`config.mk`:
```
export PLATFORM = sky130hd
export DESIGN_NAME = dpm_port_ctrl
export DESIGN_NICKNAME = d
export VERILOG_FILES = /design/src/verilog/dpm_pkg.sv /design/src/verilog/dpm_port_ctrl.sv
export VERILOG_INCLUDE_DIRS = /design/src /design/src/verilog
export SDC_FILE = /design/constraint.sdc
export NUM_CORES = 1
export LEC_CHECK = 0
export BUFFER_PORTS_ARGS = -buffer_cell sky130_fd_sc_hd__buf_4
export CAP_MARGIN = 20
export CORE_AREA = 2 2 80 101
export DETAILED_ROUTE_END_ITERATION = 7
export DIE_AREA = 0 0 82 103
export PLACE_DENSITY_LB_ADDON = 0.05
export SYNTH_ARGS = -nofsm -noshare
export SYNTH_HDL_FRONTEND = slang
export SYNTH_SLANG_ARGS = --single-unit
export TNS_END_PERCENT = 1
```
`constraint.sdc`:
```
create_clock -name clk_i -period 2.7 [get_ports clk_i]
set_clock_uncertainty 0.1 [all_clocks]
set_input_delay 0.405 -clock clk_i [delete_from_list [all_inputs] [get_ports clk_i]]
set_output_delay 0.405 -clock clk_i [all_outputs]
set_load 0.02 [all_outputs]
```
`src/verilog/dpm_regs.svh`:
```
// timing counts and address constants for the dual-port memory port controller
`ifndef DPM_REGS_SVH
`define DPM_REGS_SVH
// clock period in ns
`define DPM_CLK_NS          10
// least times in ns (plain defaults)
`define DPM_ACCESS_NS       25
`define DPM_FLOWTHRU_NS     30
`define DPM_BUSY_SETTLE_NS  20
`define DPM_DATA_SETUP_NS   15
`define DPM_FLAG_PULSE_NS   12
`define DPM_FLAG_W2R_NS     5
// cycle counts, least times rounded up
`define DPM_CYC(ns) ((((ns) + `DPM_CLK_NS - 1) / `DPM_CLK_NS) < 1 ? 1 : \
  (((ns) + `DPM_CLK_NS - 1) / `DPM_CLK_NS))
`define DPM_ACCESS_CYC      `DPM_CYC(`DPM_ACCESS_NS + `DPM_FLOWTHRU_NS)
`define DPM_BUSY_CYC        `DPM_CYC(`DPM_BUSY_SETTLE_NS)
`define DPM_SETUP_CYC       `DPM_CYC(`DPM_DATA_SETUP_NS)
`define DPM_FLAG_GAP_CYC    `DPM_CYC(`DPM_FLAG_PULSE_NS + `DPM_FLAG_W2R_NS)
// mailbox word offsets below the top address
`define DPM_MBOX_RIGHT_OFS  0
`define DPM_MBOX_LEFT_OFS   1
// semaphore index width
`define DPM_SEM_BITS        3
`endif
```
`src/verilog/dpm_pkg.sv`:
```
// types for the dual-port memory port controller
package dpm_pkg;
  typedef enum logic [2:0] {
    DPM_IDLE,
    DPM_SETTLE,
    DPM_STROBE,
    DPM_READ,
    DPM_GAP
  } dpm_state_t;
  typedef enum logic [1:0] {
    DPM_OP_ARRAY_RD,
    DPM_OP_ARRAY_WR,
    DPM_OP_SEM_RD,
    DPM_OP_SEM_WR
  } dpm_op_t;
endpackage

```
`src/verilog/dpm_port_ctrl.sv`:
```
// host-side controller for one port of the dual-port memory
`include "dpm_regs.svh"

// What this block does
// - waits flowthrough before trusting array read data
// - array reads with select and output enable low
// - write waits for busy to settle
// - semaphore access: semaphore low, select high
// - gap before semaphore read after write
module dpm_port_ctrl #(
  parameter int AW = 15,
  parameter int DW = 16
) (
  input  wire logic                   clk_i,
  input  wire logic                   srst_i,
  input  wire logic                   req_i,
  input  wire dpm_pkg::dpm_op_t       op_i,
  input  wire logic [AW-1:0]          addr_i,
  input  wire logic [DW-1:0]          wdata_i,
  input  wire logic [1:0]             lane_i,
  output logic                        ready_o,
  output logic                        done_o,
  output logic [DW-1:0]               rdata_o,
  output logic                        busy_seen_o,
  output logic                        mbox_irq_o,
  output logic [AW-1:0]               addr_o,
  output logic                        select_n_o,
  output logic                        semaphore_select_n_o,
  output logic                        write_n_o,
  output logic                        out_enable_n_o,
  output logic                        upper_lane_enable_n_o,
  output logic                        lower_lane_enable_n_o,
  output logic [DW-1:0]               data_o,
  output logic                        data_oe_o,
  input  wire logic [DW-1:0]          data_i,
  input  wire logic                   busy_n_i,
  input  wire logic                   irq_n_i
);
  localparam int CW = 8;

  // ************************************************************
  // pin input synchronisers
  // ************************************************************
  logic [DW-1:0] data_s1, data_s2;
  logic          busy_s1, busy_s2, irq_s1, irq_s2;
  always_ff @(posedge clk_i) begin
    data_s1 <= data_i;
    data_s2 <= data_s1;
    busy_s1 <= busy_n_i;
    busy_s2 <= busy_s1;
    irq_s1  <= irq_n_i;
    irq_s2  <= irq_s1;
  end

  function automatic logic [CW-1:0] cyc(input int n);
    cyc = CW'(n);
  endfunction

  // ************************************************************
  // transfer sequencer
  // ************************************************************
  dpm_pkg::dpm_state_t state, next_state;
  dpm_pkg::dpm_op_t    op, next_op;
  logic [CW-1:0]       cnt, next_cnt;
  logic [AW-1:0]       next_addr;
  logic [DW-1:0]       next_data, next_rdata;
  logic [1:0]          lane, next_lane;
  logic next_ready, next_done, next_sel, next_sem, next_wr, next_oe, next_doe, next_busy_seen;
  logic is_sem, is_wr;

  assign is_sem = (op == dpm_pkg::DPM_OP_SEM_RD) || (op == dpm_pkg::DPM_OP_SEM_WR);
  assign is_wr  = (op == dpm_pkg::DPM_OP_ARRAY_WR) || (op == dpm_pkg::DPM_OP_SEM_WR);

  always_comb begin
    next_state     = state;
    next_op        = op;
    next_cnt       = cnt;
    next_addr      = addr_o;
    next_data      = data_o;
    next_rdata     = rdata_o;
    next_lane      = lane;
    next_ready     = 1'b0;
    next_done      = 1'b0;
    next_sel       = select_n_o;
    next_sem       = semaphore_select_n_o;
    next_wr        = write_n_o;
    next_oe        = out_enable_n_o;
    next_doe       = data_oe_o;
    next_busy_seen = busy_seen_o;
    unique case (state)
      dpm_pkg::DPM_IDLE: begin
        next_ready = 1'b1;
        if (req_i && ready_o) begin
          next_ready = 1'b0;
          next_op    = op_i;
          next_addr  = addr_i;
          next_lane  = lane_i;
          next_busy_seen = 1'b0;
          if (op_i == dpm_pkg::DPM_OP_SEM_WR) begin
            // only bit 0 matters; drive it on all lines anyway
            next_data = {DW{wdata_i[0]}};
          end else begin
            next_data = wdata_i;
          end
          if (op_i == dpm_pkg::DPM_OP_SEM_RD || op_i == dpm_pkg::DPM_OP_SEM_WR) begin
            // semaphore cycle: array select stays high, lanes high
            next_sel  = 1'b1;
            next_sem  = 1'b0;
            next_lane = 2'b11;
          end else begin
            next_sel = 1'b0;
            next_sem = 1'b1;
          end
          next_state = dpm_pkg::DPM_SETTLE;
          next_cnt   = cyc(`DPM_BUSY_CYC);
        end
      end
      dpm_pkg::DPM_SETTLE: begin
        // address and select held until busy can settle
        if (cnt > cyc(1)) begin
          next_cnt = cnt - cyc(1);
        end else if (is_wr && !busy_s2) begin
          // busy low: hold the write back, retry when it clears
          next_busy_seen = 1'b1;
        end else if (is_wr) begin
          next_wr    = 1'b0;
          next_doe   = 1'b1;
          next_state = dpm_pkg::DPM_STROBE;
          next_cnt   = cyc(`DPM_SETUP_CYC);
        end else begin
          if (!busy_s2) begin
            next_busy_seen = 1'b1;
          end
          next_oe    = 1'b0;
          next_state = dpm_pkg::DPM_READ;
          next_cnt   = cyc(`DPM_ACCESS_CYC);
        end
      end
      dpm_pkg::DPM_STROBE: begin
        if (cnt > cyc(1)) begin
          next_cnt = cnt - cyc(1);
        end else begin
          // rising strobe commits the word
          next_wr    = 1'b1;
          next_sel   = 1'b1;
          next_sem   = 1'b1;
          next_lane  = 2'b11;
          next_state = dpm_pkg::DPM_GAP;
          next_cnt   = cyc(`DPM_FLAG_GAP_CYC);
        end
      end
      dpm_pkg::DPM_READ: begin
        if (cnt > cyc(1)) begin
          next_cnt = cnt - cyc(1);
        end else begin
          next_rdata = data_s2;
          next_oe    = 1'b1;
          next_sel   = 1'b1;
          next_sem   = 1'b1;
          next_lane  = 2'b11;
          next_done  = 1'b1;
          next_state = dpm_pkg::DPM_GAP;
          next_cnt   = cyc(`DPM_FLAG_GAP_CYC);
        end
      end
      dpm_pkg::DPM_GAP: begin
        // release bus, then rest before the next semaphore read
        next_doe = 1'b0;
        if (cnt > cyc(1)) begin
          next_cnt = cnt - cyc(1);
        end else begin
          if (is_wr) begin
            next_done = 1'b1;
          end
          next_state = dpm_pkg::DPM_IDLE;
        end
      end
    endcase
  end

  always_ff @(posedge clk_i) begin
    if (srst_i) begin
      state                 <= dpm_pkg::DPM_IDLE;
      op                    <= dpm_pkg::DPM_OP_ARRAY_RD;
      cnt                   <= '0;
      addr_o                <= '0;
      data_o                <= '0;
      rdata_o               <= '0;
      lane                  <= 2'b11;
      ready_o               <= 1'b0;
      done_o                <= 1'b0;
      select_n_o            <= 1'b1;
      semaphore_select_n_o  <= 1'b1;
      write_n_o             <= 1'b1;
      out_enable_n_o        <= 1'b1;
      data_oe_o             <= 1'b0;
      busy_seen_o           <= 1'b0;
    end else begin
      state                 <= next_state;
      op                    <= next_op;
      cnt                   <= next_cnt;
      addr_o                <= next_addr;
      data_o                <= next_data;
      rdata_o               <= next_rdata;
      lane                  <= next_lane;
      ready_o               <= next_ready;
      done_o                <= next_done;
      select_n_o            <= next_sel;
      semaphore_select_n_o  <= next_sem;
      write_n_o             <= next_wr;
      out_enable_n_o        <= next_oe;
      data_oe_o             <= next_doe;
      busy_seen_o           <= next_busy_seen;
    end
  end

  always_ff @(posedge clk_i) begin
    if (srst_i) begin
      upper_lane_enable_n_o <= 1'b1;
      lower_lane_enable_n_o <= 1'b1;
      mbox_irq_o            <= 1'b0;
    end else begin
      upper_lane_enable_n_o <= next_lane[1];
      lower_lane_enable_n_o <= next_lane[0];
      // device interrupt is active low; mailbox flag for this port
      mbox_irq_o            <= !irq_s2;
    end
  end

  // ************************************************************
  // checks
  // ************************************************************
  write_commit_a: assert property (@(posedge clk_i) disable iff (srst_i)
    $rose(write_n_o) |-> $past(state) == dpm_pkg::DPM_STROBE)
    else $error("write strobe rose outside strobe phase");
  sem_not_array_a: assert property (@(posedge clk_i) disable iff (srst_i)
    !semaphore_select_n_o |-> select_n_o)
    else $error("array and semaphore select low together");
  read_enable_a: assert property (@(posedge clk_i) disable iff (srst_i)
    !out_enable_n_o |-> (!select_n_o || !semaphore_select_n_o) && write_n_o)
    else $error("output enable low without a read select");
  no_drive_read_a: assert property (@(posedge clk_i) disable iff (srst_i)
    !out_enable_n_o |-> !data_oe_o)
    else $error("driving data while device outputs enabled");
  flag_gap_a: assert property (@(posedge clk_i) disable iff (srst_i)
    $rose(write_n_o) |-> semaphore_select_n_o [*2])
    else $error("semaphore reselected too soon after write");
  busy_block_a: assert property (@(posedge clk_i) disable iff (srst_i)
    $fell(write_n_o) |-> $past(busy_s2))
    else $error("write strobe started while busy low");
  sem_path_a: assert property (@(posedge clk_i) disable iff (srst_i)
    (state != dpm_pkg::DPM_IDLE) && is_sem |-> select_n_o && upper_lane_enable_n_o
      && lower_lane_enable_n_o)
    else $error("array select or lanes low in semaphore cycle");
endmodule

```
==> flow_metrics.py <==
metrics = {
    "status": {
        "status": "finished, final reports clean",
    },
    "synth": {
        "synthCells": 372,
        "synth_area_leaders": "dfxtp_1, nor2_1, nand2_1",
        "synth.largest_area_cell": "dfxtp_1",
        "ys_seq_elements": 106,
        "yosysUniqueCellTypes": 49,
        "syn_area_per_cell_um2": 9.82,
        "netlist_area_um2": 3650,
        "synth_nets": 430,
        "async_flop_share": 0,
        "synth.top_cell.area_share": 0.581,
        "ys.flop_type": "dfxtp_1",
        "ys_warn_count": 0,
        "synth_seq_area_share": 0.581,
        "synth_edf_count": 0,
    },
    "drt": {
        "routedWlPerCell_um": 14.7,
        "top_layer_used": "met4",
        "dr_total_vias": 3035,
        "drc": 0,
        "firstDrtPassIters": 4,
        "via_per_inst": 5.26,
        "drt_iter0_markers": 167,
        "dr_wl_met2_um": 4300,
        "dr_wl_met3_um": 486,
        "met1Wirelength_um": 3610,
        "ant_nets": 0,
        "wirelength_um": 8500,
    },
    "finish": {
        "mostFrequentLayoutCells": "buf_4, dfxtp_1, nor2_1",
        "diodes": 0,
        "drive_above_1_share": 0.297,
        "design_area_um2": 4720,
        "n_fill_cell": 655,
        "nets": 536,
        "area_delta_synth_final_pct": 29.1,
        "mostFrequentLayoutCell": "buf_4",
    },
    "timing": {
        "fin_crit_ns": 2.14,
        "final-hold-violation-count": 0,
        "slew_headroom": 0.503,
        "finalCritPeriodShare": 0.794,
        "rsz0062_at_grt": "false",
        "fin_tns_setup_ns": 0,
        "finalSetupViolCount": 0,
        "worst_slew_pin_slew_ns": 0.746,
        "slew_viol_final": 0,
        "fmax_mhz": 467,
    },
    "cts": {
        "cts_tree": "done",
        "insertion_delay_ns": 0.35,
        "clock_sinks": 106,
        "ctsHoldBuffers": 0,
        "cts_buffers": 9,
        "clk_pin_slew_worst_paths_ns": 0.10,
        "cts_max_path_buffers": 2,
        "post_cts_buffers": 0,
        "cts_resized": 0,
        "root_buffer": "clkbuf_8",
        "htreeDepth": 3,
    },
    "die": {
        "die-area_um2": 8450,
        "dieWidth_um": 82,
        "num_rows": 36,
        "ioPinCount": 114,
        "core_area_um2": 7570,
        "initial_core_util": 0.483,
        "die_y_um": 103,
    },
    "job": {
        "max_cap_violations": 0,
    },
    "setup_path": {
        "worstPathArrival_ns": 2.31,
        "regToRegStartpoint": "cnt[0]$_SDFFE_PP0P_",
        "path_buf_inv": 1,
        "worstRegToRegCells": 6,
        "r2r-end": "data_oe_o$_SDFFE_PP0P_",
        "path_cells": "inv_1 > ha_1 > or2_1 > nand3_2 > or3_1 > a211oi_2",
        "endpoint_kind": "register",
        "cp_slowest_cell": "or3_1",
        "cpLargestDelayFamily": "simple AND/OR/NAND/NOR gates",
        "critPathMaxStageDelay_ns": 0.50,
        "worstPathRequired_ns": 2.87,
        "rrSetupSlack_ns": 0.56,
        "crit_type": "reg2reg",
        "critPathMaxFanout": 16,
        "cp-start-kind": "register",
    },
    "power": {
        "p_leak_nw": 1.92,
        "powerDensity_nw_per_um2": 949,
        "internal_power_mw": 2.78,
        "ir_drop_mv": 0.639,
        "switching_share": 0.378,
        "seq_power_share": 0.440,
        "power.share.combinational": 0.365,
        "p_switching_mw": 1.69,
        "p_clk_frac": 0.195,
    },
    "global_routing": {
        "grt.total_usage": 0.204,
        "grt_pass1_vias": 2789,
        "grt_pass1_wl_um": 13100,
        "antenna_found_initial": 0,
        "grt_max_degree": 69,
        "grt-ovfl-total": 0,
    },
    "placed_design": {
        "port_buffers": 113,
        "dpl_cell_area_um2": 4540,
        "gp_congestion": 0.856,
        "dp_hpwl_um": 5790,
    },
    "hold_path": {
        "min_to": "data_s1[0]$_DFF_P_",
        "hold_path_class": "in2reg",
        "hp-start": "data_i[0]",
        "whs_path_depth": 1,
    },
}
-- power by group through the flow --
stage	Sequential [mW]	Clock, mW	Combinational [mW]
2_1_floorplan	2.10	0	0.979
3_3_place_gp	1.99	0	1.61
3_5_place_dp	2.00	0	1.63
4_1_cts	1.97	0.899	1.64
5_1_grt	2.00	0.968	1.79
6_report	1.97	0.872	1.63
-- how the worst max path moves through the flow --
stage / from / endpoint / cells after the start
3_5_place_dp: cnt[0]$_SDFFE_PP0P_ / cnt[2]$_SDFFE_PP0P_ / 6
6_report: cnt[0]$_SDFFE_PP0P_ / data_oe_o$_SDFFE_PP0P_ / 6
2_1_floorplan: cnt[0]$_SDFFE_PP0P_ / semaphore_select_n_o$_SDFFE_PP1P_ / 6
3_3_place_gp: cnt[0]$_SDFFE_PP0P_ / cnt[2]$_SDFFE_PP0P_ / 6
5_1_grt: cnt[0]$_SDFFE_PP0P_ / data_oe_o$_SDFFE_PP0P_ / 6
4_1_cts: cnt[0]$_SDFFE_PP0P_ / data_oe_o$_SDFFE_PP0P_ / 6
-- cells in the mapped netlist (4+ instances only) --
cell      number
o211ai_1       4
nor3_1        23
a31oi_1        5
mux2i_1       16
clkbuf_1      13
dfxtp_1      106
buf_2          5
nand2_1       43
inv_1          8
a21oi_1       22
nor2_1        47
buf_6          4
o21ai_0        7
a211oi_1      16
-- cells by family (layout without fill, tap and decap cells) --
family          count (synthesis)  after routing  synth area share
flops                         106            106             0.581
simple gates                  142            142             0.184
mux                            16             16            0.0438
xor+xnor                        1              1           0.00240
buf+inv                        32            142            0.0483
fa+ha+maj                       2              2           0.00685
compound gates                 73             73             0.134
-- per-stage QoR --
stage                      util  power, mW  hold slack (ns)  setup WS [ns]  cells
after floorplan               -       3.08            0.210          0.817    372
after global placement    0.600       3.60            0.210          0.678    562
after detailed placement  0.600       3.64            0.212          0.611    562
after CTS                 0.623       4.51           0.0238          0.583    577
after global routing      0.623       4.76           0.0140          0.399    577
final                     0.623       4.48           0.0408          0.557    577
-- metal layers --
layer	up-vias	global-route usage
met3	10	0.0560
li1	1506	-
met4	0	0.0833
met5	-	0
met1	1426	0.233
met2	93	0.355
-- area by class of cell --
cell class	instances	area [um2]	area share
inverters	8	30.0	0.00637
clock inverters	6	50.0	0.0106
repair buffers	119	906	0.192
well taps	95	119	0.0252
multi-input cells	234	1370	0.290
flip-flops and latches	106	2120	0.450
clock buffers	9	124	0.0263
-- state kept, by name, summed over array words and instances, names as in the netlist, named ones only --
signal	count
addr_o	15
busy_s1	1
busy_s2	1
busy_seen_o	1
cnt	8
data_o	16
data_oe_o	1
data_s1	16
data_s2	16
done_o	1
irq_s1	1
irq_s2	1
mbox_irq_o	1
op	1
out_enable_n_o	1
rdata_o	16
ready_o	1
select_n_o	1
semaphore_select_n_o	1
state	3
write_n_o	1
No activity file was read; power rests on OpenSTA's default activity.
